**config.mk**
```make
export PLATFORM = sky130hd
export DESIGN_NAME = card_reset_initialization
export DESIGN_NICKNAME = d
export VERILOG_FILES = /design/src/card_init_pkg.sv /design/src/card_reset_initialization.sv
export SDC_FILE = /design/constraint.sdc
export NUM_CORES = 1
export LEC_CHECK = 0
export BUFFER_PORTS_ARGS = -buffer_cell sky130_fd_sc_hd__buf_2
export CORE_MARGIN = 5
export CORE_UTILIZATION = 45
export DETAILED_ROUTE_END_ITERATION = 10
export PLACE_DENSITY_LB_ADDON = 0.1
export SYNTH_ARGS = -nofsm -noshare
export SYNTH_HDL_FRONTEND = slang
export SYNTH_SLANG_ARGS = --single-unit
```
**constraint.sdc**
```tcl
create_clock -name clock -period 2.05 [get_ports clock]
set_clock_uncertainty 0.05 [all_clocks]
set_input_delay 0.3075 -clock clock [delete_from_list [all_inputs] [get_ports clock]]
set_output_delay 0.3075 -clock clock [all_outputs]
set_load 0.02 [all_outputs]
```
**src/card_init_pkg.sv**
```systemverilog
// package: port map, command bits, reset values and state types for card init logic
package card_init_pkg;

  localparam logic [7:0] PORT_RATE     = 8'h00;
  localparam logic [7:0] PORT_COMMAND  = 8'h02;
  localparam logic [7:0] PORT_MASK     = 8'h03;
  localparam logic [7:0] PORT_PAR_OUT  = 8'h04;
  localparam logic [7:0] PORT_LATCH_A  = 8'h0a;
  localparam logic [7:0] PORT_LATCH_B  = 8'h0b;

  // command register and latch a field positions
  localparam int CMD_RESET_POS    = 0;
  localparam int CMD_ACK_EN_POS   = 3;
  localparam int CMD_LOWEST_POS   = 2;
  localparam int CMD_HIGH_POS     = 4;
  localparam int LATCH_A_MEMDIS_POS = 7;

  localparam logic [7:0] LATCH_RESET   = 8'h00;
  localparam logic [15:0] PC_RESET     = 16'h0000;
  localparam logic [7:0] IREG_RESET    = 8'h00;
  localparam logic [7:0] RREG_RESET    = 8'h00;

  localparam logic [15:0] ONBOARD_TOP  = 16'h23ff;
  localparam logic [15:0] ROM0_TOP     = 16'h07ff;

  localparam logic [7:0] TBE_BIT_MASK  = 8'h10;
  localparam int          TIMER_COUNT  = 5;
  localparam int          LOWEST_SRC   = 7;
  localparam logic [7:0] RST_OPCODE_BASE = 8'hc7;

  // base tick divider (low rate); high rate uses one eighth of it
  localparam int CLK_MHZ        = 100;
  localparam int BASE_TICK_NS   = 1000;
  localparam int BASE_TICK_CYC  = (BASE_TICK_NS * CLK_MHZ) / 1000;
  localparam int HIGH_FACTOR    = 8;

  typedef enum logic [1:0] {
    CPU_HELD  = 2'b00,
    CPU_FETCH = 2'b01
  } cpu_state_t;

  typedef struct packed {
    logic        ints_enabled;
    logic [1:0]  int_mode;
    logic [7:0]  vec_reg;
    logic [7:0]  refresh_reg;
    logic [15:0] pc;
  } cpu_regs_t;

  typedef struct packed {
    logic high_rate_select;
    logic ack_response_enable;
    logic lowest_source_select;
  } cmd_opts_t;

  typedef struct packed {
    logic receive_ready_flag;
    logic start_detected_flag;
    logic overrun_flag;
    logic framing_flag;
  } rx_status_t;

endpackage : card_init_pkg

```
**src/card_reset_initialization.sv**
```systemverilog
// card reset and controller initialization logic
`timescale 1ns/1ps
`default_nettype none

// Notes on behaviour
// - reset clears cpu vector, refresh, mode, pc
// - after reset fetching starts at address zero
// - reset clears both card output latches
// - reset forces on-board memory enabled
// - first rom decodes lowest 2 KB, enabled
// - controller not reset; software must initialize it
// - high-rate bit scales serial and timer rates
// - ack enable selects restart opcode or none
// - command bit picks aux input or timer five
// - command reset clears rx flags, line high
// - command reset: only transmit-empty pending, timers expire
// - mask port holds one bit per source
// - mask zero masks all eight sources
// - parallel output port survives reset
// - latch a bit seven disables memory if fitted
// - command 09h enables ack and resets
// - rate c0h low-rate gives 9600, one stop
// - rate 90h with command 11h gives 19200
module card_reset_initialization
  import card_init_pkg::*;
(
  input  wire logic        clock,
  input  wire logic        rst_n,
  input  wire logic        io_write,
  input  wire logic [7:0]  io_port,
  input  wire logic [7:0]  io_data,
  input  wire logic [15:0] mem_addr,
  input  wire logic        interrupt_ack_cycle,
  input  wire logic        aux_interrupt_input,
  input  wire logic        memory_disable_fitted,
  input  wire logic [7:0]  raw_requests,
  input  wire logic [4:0]  timer_expire,
  output var  logic        cpu_running,
  output var  logic [15:0] cpu_pc,
  output var  logic        cpu_ints_enabled,
  output var  logic [1:0]  cpu_int_mode,
  output var  logic [7:0]  cpu_vec_reg,
  output var  logic [7:0]  cpu_refresh_reg,
  output var  logic [7:0]  latch_a,
  output var  logic [7:0]  latch_b,
  output var  logic        onboard_mem_enable,
  output var  logic        rom0_select,
  output var  logic [7:0]  rate_select,
  output var  logic [7:0]  source_mask,
  output var  logic [7:0]  par_out,
  output var  logic        high_rate_select,
  output var  logic        ack_response_enable,
  output var  logic        lowest_source_select,
  output var  logic        serial_tx,
  output var  logic [3:0]  rx_status,
  output var  logic [7:0]  pending_requests,
  output var  logic [4:0]  timers_expired,
  output var  logic        rate_tick,
  output var  logic        ack_drive,
  output var  logic [7:0]  ack_opcode,
  output var  logic        interrupt_out
);

  //////////////////////////////////////////////////////////////////////////////
  function automatic logic wr_to(input logic we, input logic [7:0] p, input logic [7:0] tgt);
    return we && (p == tgt);
  endfunction : wr_to

  logic       cmd_wr;
  logic       cmd_reset;
  logic [7:0] gated;
  logic [2:0] top_src;
  logic       any_req;
  logic       rst_sync1_r;
  logic       rst_sync2_r;
  cpu_state_t state_r;
  cpu_regs_t  regs_r;

  assign cmd_wr    = wr_to(io_write, io_port, PORT_COMMAND);
  assign cmd_reset = cmd_wr && io_data[CMD_RESET_POS];

  // reset release synchronised to clock
  always_ff @(posedge clock or negedge rst_n) begin
    if (!rst_n) begin
      rst_sync1_r <= 1'b0;
      rst_sync2_r <= 1'b0;
    end else begin
      rst_sync1_r <= 1'b1;
      rst_sync2_r <= rst_sync1_r;
    end
  end

  //////////////////////////////////////////////////////////////////////////////
  // processor reset state
  always_ff @(posedge clock or negedge rst_n) begin
    if (!rst_n) begin
      state_r <= CPU_HELD;
      regs_r  <= '{1'b0, 2'd0, IREG_RESET, RREG_RESET, PC_RESET};
    end else if (!rst_sync2_r) begin
      state_r <= CPU_HELD;
      regs_r  <= '{1'b0, 2'd0, IREG_RESET, RREG_RESET, PC_RESET};
    end else begin
      unique case (state_r)
        CPU_HELD:  state_r <= CPU_FETCH;
        CPU_FETCH: state_r <= CPU_FETCH;
        default:   state_r <= CPU_HELD;
      endcase
    end
  end

  always_ff @(posedge clock or negedge rst_n) begin
    if (!rst_n) begin
      cpu_running      <= 1'b0;
      cpu_pc           <= PC_RESET;
      cpu_ints_enabled <= 1'b0;
      cpu_int_mode     <= 2'd0;
      cpu_vec_reg      <= IREG_RESET;
      cpu_refresh_reg  <= RREG_RESET;
    end else begin
      cpu_running      <= (state_r == CPU_FETCH);
      cpu_pc           <= regs_r.pc;
      cpu_ints_enabled <= regs_r.ints_enabled;
      cpu_int_mode     <= regs_r.int_mode;
      cpu_vec_reg      <= regs_r.vec_reg;
      cpu_refresh_reg  <= regs_r.refresh_reg;
    end
  end

  //////////////////////////////////////////////////////////////////////////////
  // card latches and memory enable
  always_ff @(posedge clock or negedge rst_n) begin
    if (!rst_n) begin
      latch_a <= LATCH_RESET;
      latch_b <= LATCH_RESET;
    end else if (!rst_sync2_r) begin
      latch_a <= LATCH_RESET;
      latch_b <= LATCH_RESET;
    end else begin
      if (wr_to(io_write, io_port, PORT_LATCH_A))
        latch_a <= io_data;
      if (wr_to(io_write, io_port, PORT_LATCH_B))
        latch_b <= io_data;
    end
  end

  always_ff @(posedge clock or negedge rst_n) begin
    if (!rst_n) begin
      onboard_mem_enable <= 1'b1;
      rom0_select        <= 1'b0;
    end else begin
      onboard_mem_enable <= !rst_sync2_r || !(memory_disable_fitted
                            && latch_a[LATCH_A_MEMDIS_POS]);
      rom0_select        <= (mem_addr <= ROM0_TOP)
                            && (!rst_sync2_r || !(memory_disable_fitted
                            && latch_a[LATCH_A_MEMDIS_POS]));
    end
  end

  //////////////////////////////////////////////////////////////////////////////
  // controller ports: no reset, power-up contents are whatever the flops hold
  always_ff @(posedge clock) begin
    if (wr_to(io_write, io_port, PORT_RATE))
      rate_select <= io_data;
    if (wr_to(io_write, io_port, PORT_MASK))
      source_mask <= io_data;
    if (wr_to(io_write, io_port, PORT_PAR_OUT))
      par_out <= io_data;
    if (cmd_wr) begin
      high_rate_select     <= io_data[CMD_HIGH_POS];
      ack_response_enable  <= io_data[CMD_ACK_EN_POS];
      lowest_source_select <= io_data[CMD_LOWEST_POS];
    end
  end

  // receiver status and transmit line
  always_ff @(posedge clock) begin
    if (cmd_reset) begin
      rx_status <= 4'h0;
      serial_tx <= 1'b1;
    end
  end

  // pending requests; set wins only outside a command reset
  always_ff @(posedge clock) begin
    if (cmd_reset) begin
      pending_requests <= TBE_BIT_MASK;
      timers_expired   <= '1;
    end else begin
      pending_requests[LOWEST_SRC-1:0] <= pending_requests[LOWEST_SRC-1:0]
                                          | raw_requests[LOWEST_SRC-1:0];
      pending_requests[LOWEST_SRC] <= pending_requests[LOWEST_SRC]
        | (lowest_source_select ? aux_interrupt_input : timer_expire[4]);
      timers_expired   <= timers_expired | timer_expire;
    end
  end

  //////////////////////////////////////////////////////////////////////////////
  // rate tick: divider shortened by high-rate bit for serial and timers
  logic [7:0] div_cnt_r;
  logic [7:0] div_top;
  assign div_top = high_rate_select ? 8'((BASE_TICK_CYC / HIGH_FACTOR) - 1)
                                    : 8'(BASE_TICK_CYC - 1);

  always_ff @(posedge clock or negedge rst_n) begin
    if (!rst_n) begin
      div_cnt_r <= 8'h00;
      rate_tick <= 1'b0;
    end else if (div_cnt_r >= div_top) begin
      div_cnt_r <= 8'h00;
      rate_tick <= 1'b1;
    end else begin
      div_cnt_r <= div_cnt_r + 8'h01;
      rate_tick <= 1'b0;
    end
  end

  //////////////////////////////////////////////////////////////////////////////
  // interrupt priority and acknowledge answer
  assign gated = pending_requests & source_mask;
  assign any_req = |gated;
  always_comb begin
    top_src = 3'd0;
    for (int i = 0; i < 8; i++)
      if (gated[i] && top_src == 3'd0 && !gated[0])
        top_src = 3'(i);
  end

  always_ff @(posedge clock or negedge rst_n) begin
    if (!rst_n) begin
      ack_drive     <= 1'b0;
      ack_opcode    <= 8'h00;
      interrupt_out <= 1'b0;
    end else begin
      interrupt_out <= any_req;
      ack_drive     <= interrupt_ack_cycle && ack_response_enable;
      ack_opcode    <= RST_OPCODE_BASE | {2'b00, top_src, 3'b000};
    end
  end

  //////////////////////////////////////////////////////////////////////////////
  property p_latch_clear;
    @(posedge clock) $rose(rst_n) |-> (latch_a == LATCH_RESET && latch_b == LATCH_RESET);
  endproperty
  a_latch_clear: assert property (p_latch_clear) else $error("latch not cleared");

  property p_mem_on;
    @(posedge clock) disable iff (!rst_n) !rst_sync2_r |=> onboard_mem_enable;
  endproperty
  a_mem_on: assert property (p_mem_on) else $error("memory not enabled in reset");

  property p_fetch;
    @(posedge clock) disable iff (!rst_n) $rose(rst_sync2_r) |-> ##2 cpu_running && cpu_pc == 16'h0000;
  endproperty
  a_fetch: assert property (p_fetch) else $error("fetch not started at zero");

  property p_cpu_clear;
    @(posedge clock) disable iff (!rst_n) !cpu_running |-> (cpu_int_mode == 2'd0 && !cpu_ints_enabled);
  endproperty
  a_cpu_clear: assert property (p_cpu_clear) else $error("cpu state not clear");

  property p_cmd_reset;
    @(posedge clock) disable iff (!rst_n) cmd_reset |=> pending_requests == TBE_BIT_MASK && serial_tx && rx_status == 4'h0;
  endproperty
  a_cmd_reset: assert property (p_cmd_reset) else $error("command reset wrong");

  property p_timers;
    @(posedge clock) disable iff (!rst_n) cmd_reset |=> &timers_expired && !pending_requests[7];
  endproperty
  a_timers: assert property (p_timers) else $error("timers not expired");

  property p_mask_zero;
    @(posedge clock) disable iff (!rst_n) (source_mask == 8'h00) |=> !interrupt_out;
  endproperty
  a_mask_zero: assert property (p_mask_zero) else $error("masked source leaked");

  property p_ack;
    @(posedge clock) disable iff (!rst_n) (interrupt_ack_cycle && !ack_response_enable) |=> !ack_drive;
  endproperty
  a_ack: assert property (p_ack) else $error("ack answered when off");

  property p_memdis;
    @(posedge clock) disable iff (!rst_n) (rst_sync2_r && memory_disable_fitted && latch_a[7]) |=> !onboard_mem_enable;
  endproperty
  a_memdis: assert property (p_memdis) else $error("memory not disabled");

  property p_rom0;
    @(posedge clock) disable iff (!rst_n) (!rst_sync2_r && mem_addr <= ROM0_TOP) |=> rom0_select;
  endproperty
  a_rom0: assert property (p_rom0) else $error("first rom not selected in reset");

  property p_latch_hold;
    @(posedge clock) disable iff (!rst_n) !rst_sync2_r |=> (latch_a == LATCH_RESET && latch_b == LATCH_RESET);
  endproperty
  a_latch_hold: assert property (p_latch_hold) else $error("latch not held in reset");

  c_cmd_09: cover property (@(posedge clock) cmd_wr && io_data == 8'h09);
  c_cmd_11: cover property (@(posedge clock) cmd_wr && io_data == 8'h11);
  c_ack:    cover property (@(posedge clock) ack_drive);
  c_memdis: cover property (@(posedge clock) !onboard_mem_enable);

endmodule : card_reset_initialization

`default_nettype wire

```
# Word-level counts from Yosys, hierarchy flattened
# Index checks and enable logic that the tools add are counted.
# word_totals
word_cells	90
register_bits	81
# op_classes
mux	17
n_lt_le_gt_ge	2
n_reduce_logical	37
n_bitwise	4
n_eq_ne	8
n_addsub	1
# op_table
cell	count
two-way mux 8 bit	5
logical AND 1 bit	23
zero test 3 bit	6
two-way mux 3 bit	6
equality test 8 x 2 -> 1 bit (second input constant)	2
equality test 8 x 4 -> 1 bit (second input constant)	2
<= comparator 16 x 11 -> 1 bit (second input constant)	1
adder 8 x 1 -> 8 bit (second input constant)	1
AND 8 bit	1
equality test 8 x 3 -> 1 bit (second input constant)	1
greater-or-equal comparator 8 x 7 -> 1 bit	1
zero test 8 bit	1
OR reduction 8 bit	1
two-way mux 7 bit	1
bitwise OR 7 bit	1
bitwise OR 5 bit	1
two-way mux 1 bit	4
!= test 2 x 1 -> 1 bit (second input constant)	2
zero test 1 bit	3
equality test 2 x 1 -> 1 bit (second input constant)	1
zero test 2 bit	1
two-way mux 2 bit	1
OR reduction 2 bit	1
logical OR 1 bit	1
bitwise OR 1 bit	1

# Longest topological paths before layout
# Gate-level depths: netlist (run 1).
# depth
word_depth	28
mapped_depth	7
ltp_nobuf	6

# Worst setup path after synthesis (run 1)
# Ideal clock, no wire load.
# synth_timing
path_kind	input -> register
from	input io_port[6]
to	register rate_select[0] (enable)
slack_ns	0.139
path_stages	4
t_arrival_ns	1.478
setup_ns	0.383
t_required_ns	1.617
cell_sequence	nand2b_1 nor4_4 nand2_1 nor3_1
# synth_between
elab_chain_len	2
# synth_lines
item	line	text
from (decl)	card_reset_initialization.sv:30	input wire logic [7:0] io_port,
zero test 8 bit	card_reset_initialization.sv:66	return we && (p == tgt);
logical AND 1 bit	card_reset_initialization.sv:66	
to (signal assigned)	card_reset_initialization.sv:163	rate_select <= io_data;
to (decl)	card_reset_initialization.sv:48	output var logic [7:0] rate_select,
# Every way passes these cells.
# A chain may end at the register's enable or synchronous reset.

# Final worst setup path (run 1)
# layout_timing
from	register high_rate_select
to	register div_cnt_r[2]
# layout_between
elab_chain_len	3
# layout_lines
item	line	text
from (decl)	card_reset_initialization.sv:51	output var logic high_rate_select,
from (signal assigned)	card_reset_initialization.sv:169	high_rate_select <= io_data[CMD_HIGH_POS];
two-way mux 7 bit	card_reset_initialization.sv:201	assign div_top = high_rate_select ? 8'((BASE_TICK_CYC / HIGH_FACTOR) - 1)
greater-or-equal comparator 8 x 7 -> 1 bit	card_reset_initialization.sv:208	end else if (div_cnt_r >= div_top) begin
two-way mux 8 bit	card_reset_initialization.sv:208	
to (signal assigned)	card_reset_initialization.sv:212	div_cnt_r <= div_cnt_r + 8'h01;
to (decl)	card_reset_initialization.sv:199	logic [7:0] div_cnt_r;
# Every way passes these cells.

==> metrics.md, run 1 <==
| Metric | Value |
|---|---|
| Met2 routed wirelength | `3160 µm` |
| Global placer's final weighted congestion | `0.743` |
| Setup crit start | `high_rate_select` |
| Pwr Density | `860 nW/µm²` |
| Area Overhead vs Synth | `22.7%` |
| Static leakage power | `0.00191 µW` |
| Fin Hold WS | `-2.88 ps` |
| Max clock buf depth | `2` |
| Remaining routing DRC violations | `0` |
| Number of hold-repair buffers added at the cts stage | `0` |
| Crit path setup slack, layout | `360 ps` |
| DIE WIDTH | `93.5 µm` |
| Starting DRC count in detailed routing | `86` |
| Filler cells | `601` |
| Slew margin rel. | `0.472` |
| Average cell area after synthesis | `12.0 µm²` |
| Initial antenna violation count | `0` |
| HPWL after detailed placement | `4980 µm` |
| Count of state elements after synthesis | `76` |
| Hold violation total from the final report | `4` |
| Height of the chip | `93.5 µm` |
| # setup viols final | `0` |
| Clock input transition at the sequential cells of the worst setup and hold paths | `70 ps` |
| Number of instances in the synthesized netlist | `261` |
| Sequential element share of the synthesized area | `0.629` |
| Effective utilization at floorplan | `0.462` |
| WL met3 | `538 µm` |
| Global routing usage summed across all routing layers | `0.152` |
| Antenna diode count | `0` |
| Clk_lat worst skew | `340 ps` |
| Routed metal-1 wire length | `2620 µm` |
| Clock tree from TritonCTS | `yes` |
| Post-Route Setup TNS | `0 ps` |
| Clock Tree Root | `clkbuf_8` |
| DIE AREA | `8750 µm²` |
| Via Count | `2,121` |
| Number of nets in the layout | `428` |
| Data arrival at the endpoint of the critical path | `1910 ps` |
| TritonCTS sink count | `76` |
| IR drop worst, VDD | `0.000437 V` |
| Largest incremental delay on the critical path | `460 ps` |
| Share of async-settable or async-resettable flops after synthesis | `0.474` |
| Worst path buffer plus inverter count | `0` |
| First-pass GRT wire length | `10,200 µm` |
| Type of element capturing the critical path | `flip-flop` |
| CP Launch Type | `flip-flop` |
| Global route overflow | `0` |
| Violated checks | `hold timing` |
| Flip-flop cell with the highest count after synthesis | `dfrtp_1` |
| Number of pins with negative max-slew slack in the final report | `0` |
| Count of flip-flops with a built-in enable after synthesis | `27` |
| Average via count per standard cell | `4.47` |
| Final worst path period need | `1690 ps` |
| Critical Path, Cell by Cell | `ha_1 -> o21ai_0 -> a21oi_1 -> or3_1 -> nor2_1` |
| Crit share post-route | `0.824` |
| # IOs | `161` |
| Family with the most delay on the worst path | `simple AND/OR/NAND/NOR gates` |
| Required time of the worst setup path | `2270 ps` |
| Post-CTS setup buffer count | `0` |
| Kind of critical path | `flip-flop to flip-flop` |
| Vias in the first global route | `2,037` |
| Total routed wirelength | `6430 µm` |
| Critical Path Slowest Stage Cell | `or3_1` |
| Distinct cell type count after synthesis | `38` |
| Max H-tree Level | `3` |
| Setup Slack @ Placement | `352 ps` |
| Largest fanout on the critical path | `9` |
| R2r startpoint | `high_rate_select` |
| Ys Warns | `0` |
| Input/output buffers | `108` |
| RSZ-0062 raised after global routing | `no` |
| Fraction of layout instances using a drive strength above 1 | `0.347` |
| Maximum number of pins on one net before global-route repair | `37` |
| Hold/Removal Path Class | `input port to async pin` |
| Number of CTS-inserted buffers | `9` |
| Core Box Area | `6790 µm²` |
| Peak Freq | `592 MHz` |
| Max layer used | `met4` |
| Transition time at the pin with the least slew margin | `793 ps` |
| Rows | `30` |
| Initial DRT Pass Iterations | `4` |
| Drt wl/cell | `13.6 µm` |
| Max_cap viols | `0` |
| Status | `finished with violations` |
| Post-route antenna net violation count | `0` |
| Post-cts gate resize count | `0` |
| Area of the mapped netlist | `3140 µm²` |
cells by family (layout without fill, tap and decap cells):
kind of cell | after synthesis | after routing | share of synthesized area
other | 2 | 41 | 0.00239
muxes | 16 | 16 | 0.0510
and+or+nand+nor | 93 | 93 | 0.143
DFF | 76 | 76 | 0.629
adders and majority gates | 4 | 4 | 0.0159
AOI/OAI and AO/OA | 13 | 13 | 0.0283
buffers and inverters | 52 | 130 | 0.117
xor gates and xnor gates | 5 | 5 | 0.0140
cell type report:
type / instances / area [µm²] / area share
inverter: 2 / 7.51 / 0.00195
tap: 96 / 120 / 0.0312
clock buffer: 11 / 153 / 0.0396
sequential: 76 / 1970 / 0.512
clock inverter: 5 / 82.6 / 0.0214
multi-input combinational: 172 / 945 / 0.245
timing repair buffer: 112 / 571 / 0.148
sequential cells by signal, indices dropped and copies added (netlist names), 4 cells and up:
name / flops
latch_a: 8
rate_select: 8
timers_expired: 5
source_mask: 8
latch_b: 8
par_out: 8
div_cnt_r: 8
ack_opcode: 4
pending_requests: 8
worst register-to-register path, stage by stage, from the launching register on:
cell and delay, ps:
edfxtp_1 450, ha_1 320, o21ai_0 140, a21oi_1 50
or3_1 460, nor2_1 160
stage by stage:
stage	cells	hold slack (ps)	util	power, µW	area (µm²)
2_1_floorplan	300	-38.1	-	2000	3290
6_report	474	-2.88	0.567	3310	3850
3_5_place_dp	458	297	0.532	2050	3620
3_3_place_gp	458	287	0.532	2040	3620
4_1_cts	474	25.3	0.567	3360	3850
5_1_grt	474	38.2	0.567	3490	3850
routing by layer:
metal / global-route usage / vias to the layer above
li1: - / 1023
met1: 0.187 / 1004
met2: 0.248 / 85
met3: 0.0394 / 9
met4: 0.0733 / 0
met5: 0 / -
power breakdown:
part	total (µW)	internal [µW]	switching, µW
Clock	1290	760	534
Sequential	1680	1630	53.0
Combinational	333	114	219
layout by cell type, fill, tap and decap left out, drive strengths merged:
| master | n |
|---|---|
| o22ai | 1 |
| and4 | 1 |
| dfstp | 1 |
| xor2 | 2 |
| a21boi | 2 |
| conb | 41 |
| clkinvlp | 3 |
| clkbuf | 11 |
| nand2 | 38 |
| a22o | 1 |
| a41oi | 1 |
| mux2i | 16 |
| o211ai | 1 |
| and2 | 1 |
| nand2b | 1 |
| and4b | 1 |
| inv | 2 |
| edfxtp | 27 |
| a31oi | 1 |
| nor2b | 3 |
| a211oi | 1 |
| nor2 | 28 |
| o21ai | 2 |
| dfrtp | 35 |
| dfxtp | 13 |
| nand4 | 2 |
| nor4 | 2 |
| a32oi | 1 |
| buf | 112 |
| ha | 4 |
| bufinv | 2 |
| or3 | 7 |
| nor3 | 2 |
| nand3 | 6 |
| a21oi | 2 |
| and3 | 1 |
| xnor2 | 3 |
final timing paths:
path / end / slack [ps] / cells past startpoint
max in group asynchronous: latch_b[0] / 1440 / 1
min: rate_tick / -3 / 1
max reg2reg: div_cnt_r[2] / 360 / 5
min reg2reg: cpu_running / 310 / 0
max: div_cnt_r[2] / 360 / 5
min in group clock: rom0_select / 60 / 2
synth_stat cells (3+ instances only):
| library cell | n | area (µm²) |
|---|---|---|
| buf_4 | 46 | 345 |
| or3_1 | 7 | 43.8 |
| ha_1 | 4 | 50.1 |
| clkbuf_1 | 4 | 15.0 |
| dfrtp_1 | 35 | 876 |
| mux2i_1 | 16 | 160 |
| nor2b_1 | 3 | 18.8 |
| edfxtp_1 | 27 | 811 |
| nand3_1 | 5 | 25.0 |
| dfxtp_1 | 13 | 260 |
| nor2_1 | 28 | 105 |
| xnor2_1 | 3 | 26.3 |
| nand2_1 | 38 | 143 |
Power figures use the tool's default switching activity.
==> inputs of run 2 (changes only) <==
ABC_AREA = 1   (was default)
CORE_UTILIZATION = 41   (was 45)
clock period = 1.5 ns   (was 2.05 ns; I/O delays follow)
==> run 2 against run 1 <==
- wire length is 10% higher
- via count is 12% higher
- the flow now finishes without violations
- largest power group unchanged
- critical endpoint is now high_rate_select
- register-to-register slack worse by 300 ps
- non-clock buffer count is 11 higher
- highest routed layer unchanged
==> metrics.md, run 2 <==
| Metric | Value |
|---|---|
| Most frequent cells in the layout | `buf_2 (108), nand2_1 (44), conb_1 (41)` |
| Top cell type by total area after synthesis | `dfrtp_1` |
| Switching share of power | `0.277 (+0.0336)` |
| Number of instances in the synthesized netlist | `305 (+17%)` |
| Peak Freq | `694 MHz` |
| Dominant combinational cell family by area after synthesis | `buffers and inverters` |
| Area of the mapped netlist | `3210 µm² (+2.2%)` |
| Pwr Density | `1070 nW/µm² (+25%)` |
| Crit share post-route | `0.960` |
| Ys Warns | `0 (unchanged)` |
| Area Overhead vs Synth | `24.6%` |
| Critical Path Slowest Stage Cell | `edfxtp_1` |
| Clock Power Share | `0.328 (-0.063)` |
| TritonCTS sink count | `76 (unchanged)` |
| Simple-gate share of the synthesized area | `0.152 (+0.00936)` |
| Most frequently used cell type in the post-synthesis netlist | `buf_4` |
| Required time of the worst setup path | `1220 ps (-1050 ps)` |
| Clock tree from TritonCTS | `yes` |
| Max H-tree Level | `3 (unchanged)` |
| Antenna diode count | `0 (unchanged)` |
| CP Launch Type | `flip-flop` |
| P_sw | `1190 µW (+47%)` |
| Global routing usage summed across all routing layers | `0.148 (-0.00432)` |
| # setup viols final | `0 (unchanged)` |
| Flip-flop cell with the highest count after synthesis | `dfrtp_1` |
| Max_cap viols | `0 (unchanged)` |
| Global route overflow | `0 (unchanged)` |
| Max clock buf depth | `2 (unchanged)` |
| Initial antenna violation count | `0 (unchanged)` |
| Hold violation total from the final report | `0 (-4)` |
| Number of pins with negative max-slew slack in the final report | `0 (unchanged)` |
| Sequential Area | `1970 µm² (unchanged)` |
| Count of flip-flops with a built-in enable after synthesis | `27 (unchanged)` |
| Status | `complete, no violations` |
| Largest fanout on the critical path | `3 (-6)` |
| Number of CTS-inserted buffers | `9 (unchanged)` |
| DIE WIDTH | `98.5 µm (+5.3%)` |
| Rows | `32 (+6.7%)` |
| Average cell area after synthesis | `10.5 µm² (-13%)` |
| Drt wl/cell | `13.3 µm (-2.2%)` |
| Critical Path, Cell by Cell | `buf_4 -> buf_4 -> buf_2` |
| Clock Tree Root | `clkbuf_8` |
| Total routed wirelength | `7090 µm (+10%)` |
| DIE AREA | `9700 µm² (+11%)` |
| Height of the chip | `98.5 µm (+5.3%)` |
| Filler cells | `757 (+26%)` |
| Cell internal pwr | `3090 µW (+24%)` |
| Area of the multi-input gates | `926 µm² (-2.0%)` |
| Initial DRT Pass Iterations | `4 (unchanged)` |
| Share of the synthesized netlist area taken by xor and xnor gates | `0.00546 (-0.00849)` |
| Effective utilization at floorplan | `0.417 (-0.0446)` |
| Setup crit start | `high_rate_select` |
| Post-Route Setup TNS | `0 ps (unchanged)` |
| Post-route antenna net violation count | `0 (unchanged)` |
| # IOs | `161 (unchanged)` |
| Count of state elements after synthesis | `76 (unchanged)` |
| HPWL after detailed placement | `5400 µm (+8.4%)` |
| Maximum number of pins on one net before global-route repair | `31 (-16%)` |
| Number of nets in the layout | `482 (+13%)` |
| Clock input transition at the sequential cells of the worst setup and hold paths | `80 ps (about the same)` |
| Largest incremental delay on the critical path | `420 ps (-40 ps)` |
| Final worst path period need | `1440 ps` |
| Remaining routing DRC violations | `0 (unchanged)` |
| RSZ-0062 raised after global routing | `yes` |
| IR drop worst, VDD | `0.000461 V (+5.4%)` |
| Static leakage power | `0.00196 µW (+2.8%)` |
| First-pass GRT wire length | `11,400 µm (+12%)` |
| Global placer's final weighted congestion | `0.869 (+17%)` |
| Most common library cell in the layout ignoring fill and taps | `buf_2` |
| Data arrival at the endpoint of the critical path | `1170 ps (-740 ps)` |
| Vias in the first global route | `2,342 (+15%)` |
| Slew margin rel. | `0.656 (+0.184)` |
| Transition time at the pin with the least slew margin | `511 ps (-281 ps)` |
| Synth top area cells | `dfrtp_1 (27%), edfxtp_1 (25%), buf_4 (11%)` |
| Share of synthesized area spent on multiplexers | `0 (-0.0510)` |
| Via Count | `2,365 (+12%)` |
| Sequential element share of the synthesized area | `0.615 (-0.0137)` |
| Leading post-synthesis cells by instance count | `buf_4 (45), nand2_1 (44), dfrtp_1 (35)` |
| Hold/Removal Path Class | `input port to flip-flop` |
| Combinational share of power | `0.135 (+0.035)` |
| Most common cell type on the critical path | `buf_4` |
| Core Box Area | `7690 µm² (+13%)` |
| Fin Hold WS | `24.2 ps (+27.1 ps)` |
| Area share of the largest cell type after synthesis | `0.273 (-0.00609)` |
| Starting DRC count in detailed routing | `62 (-28%)` |
| Average via count per standard cell | `4.43 (-1.0%)` |
| Post-Synth Adder-Cell Area | `0.0156 (-0.000348)` |
| Share of async-settable or async-resettable flops after synthesis | `0.474 (unchanged)` |
| Hold Path Origin | `memory_disable_fitted` |
| Type of element capturing the critical path | `primary output` |
| Clk_lat worst skew | `330 ps (about the same)` |
| Kind of critical path | `flip-flop to primary output` |
| Input/output buffers | `108 (unchanged)` |
| Sequential group share of total power | `0.537 (+0.028)` |
| Fraction of layout instances using a drive strength above 1 | `0.366 (+0.0192)` |
| R2r startpoint | `high_rate_select` |
| Distinct cell type count after synthesis | `32 (-16%)` |
| Synthesized-area fraction occupied by ao, oa, aoi and oai cells | `0.0573 (+0.0290)` |
[run 2: cell count changes in the layout (fill, tap and decap cells not counted), sizes merged, moves of 10 or more]
cell / before / now
nand3: 6 / 24
o21ai: 2 / 27
nand2: 38 / 48
inv: 2 / 29
mux2i: 16 / 0
[run 2: power groups by stage]
stage | registers, µW | clock network (µW) | logic, µW
after global routing | 2310 | 1530 | 667
after CTS | 2300 | 1450 | 550
final | 2300 | 1400 | 578
after global placement | 2340 | 0 | 522
after detailed placement | 2340 | 0 | 527
after floorplan | 2340 | 0 | 421
[run 2: kinds of logic after synthesis]
group | after synthesis
other | 2
XOR/XNOR | 2
adder cells (fa/ha/maj) | 4
flip-flops | 76
AO/OA/AOI/OAI | 32
buffers and inverters | 79
AND/OR/NAND/NOR | 110
[run 2: final timing paths]
check | endpoint | slack, ps | cells past startpoint
min reg2reg | cpu_running | 310 | 0
max reg2reg | div_cnt_r[5] | 60 | 6
min in group asynchronous | ack_drive | 210 | 2
min | onboard_mem_enable | 20 | 2
max in group asynchronous | onboard_mem_enable | 710 | 3
max | high_rate_select | 60 | 3
[run 2: layout make-up]
| cell class | instances | area share |
|---|---|---|
| Sequential cell | 76 | 0.494 |
| Inverter | 28 | 0.0263 |
| Clock inverter | 5 | 0.00908 |
| Tap cell | 102 | 0.0319 |
| Multi-Input combinational cell | 189 | 0.232 |
| Clock buffer | 11 | 0.0354 |
| Timing Repair Buffer | 123 | 0.172 |
[run 2: metrics by stage]
| stage | area (µm²) | cells | total power (µW) | setup slack (ps) | utilization |
|---|---|---|---|---|---|
| after floorplan | 3360 | 344 | 2760 | 7.60 | - |
| after global placement | 3740 | 513 | 2860 | 57.0 | 0.487 |
| after detailed placement | 3740 | 513 | 2870 | -6.69 | 0.487 |
| after CTS | 3970 | 533 | 4300 | 15.9 | 0.517 |
| after global routing | 4000 | 534 | 4510 | -36.9 | 0.520 |
| final | 4000 | 534 | 4280 | 59.3 | 0.520 |
[run 2: timing repair]
item / 4_1_cts / 5_1_grt
endpoints found under the setup margin: 2 / 9
hold endpoints to repair: 36 / 0
pin swaps: 1 / 5
resized for setup: 3 / 6
setup buffers: 0 / 1
hold buffers: 4 / 0
[run 2: critical path: cells and delay by family, from the launching register on]
| kind | cells | cell delay, ps |
|---|---|---|
| buf+inv | 3 | 430 |
| flops | 1 | 420 |
[run 2: layer usage]
layer | vias to the layer above | part of all wire | track usage
met1 | 1095 | 0.42 | 0.184
met2 | 105 | 0.48 | 0.245
met5 | - | 0 | 0
met4 | 0 | 0.012 | 0.0536
li1 | 1155 | - | -
met3 | 10 | 0.089 | 0.0425
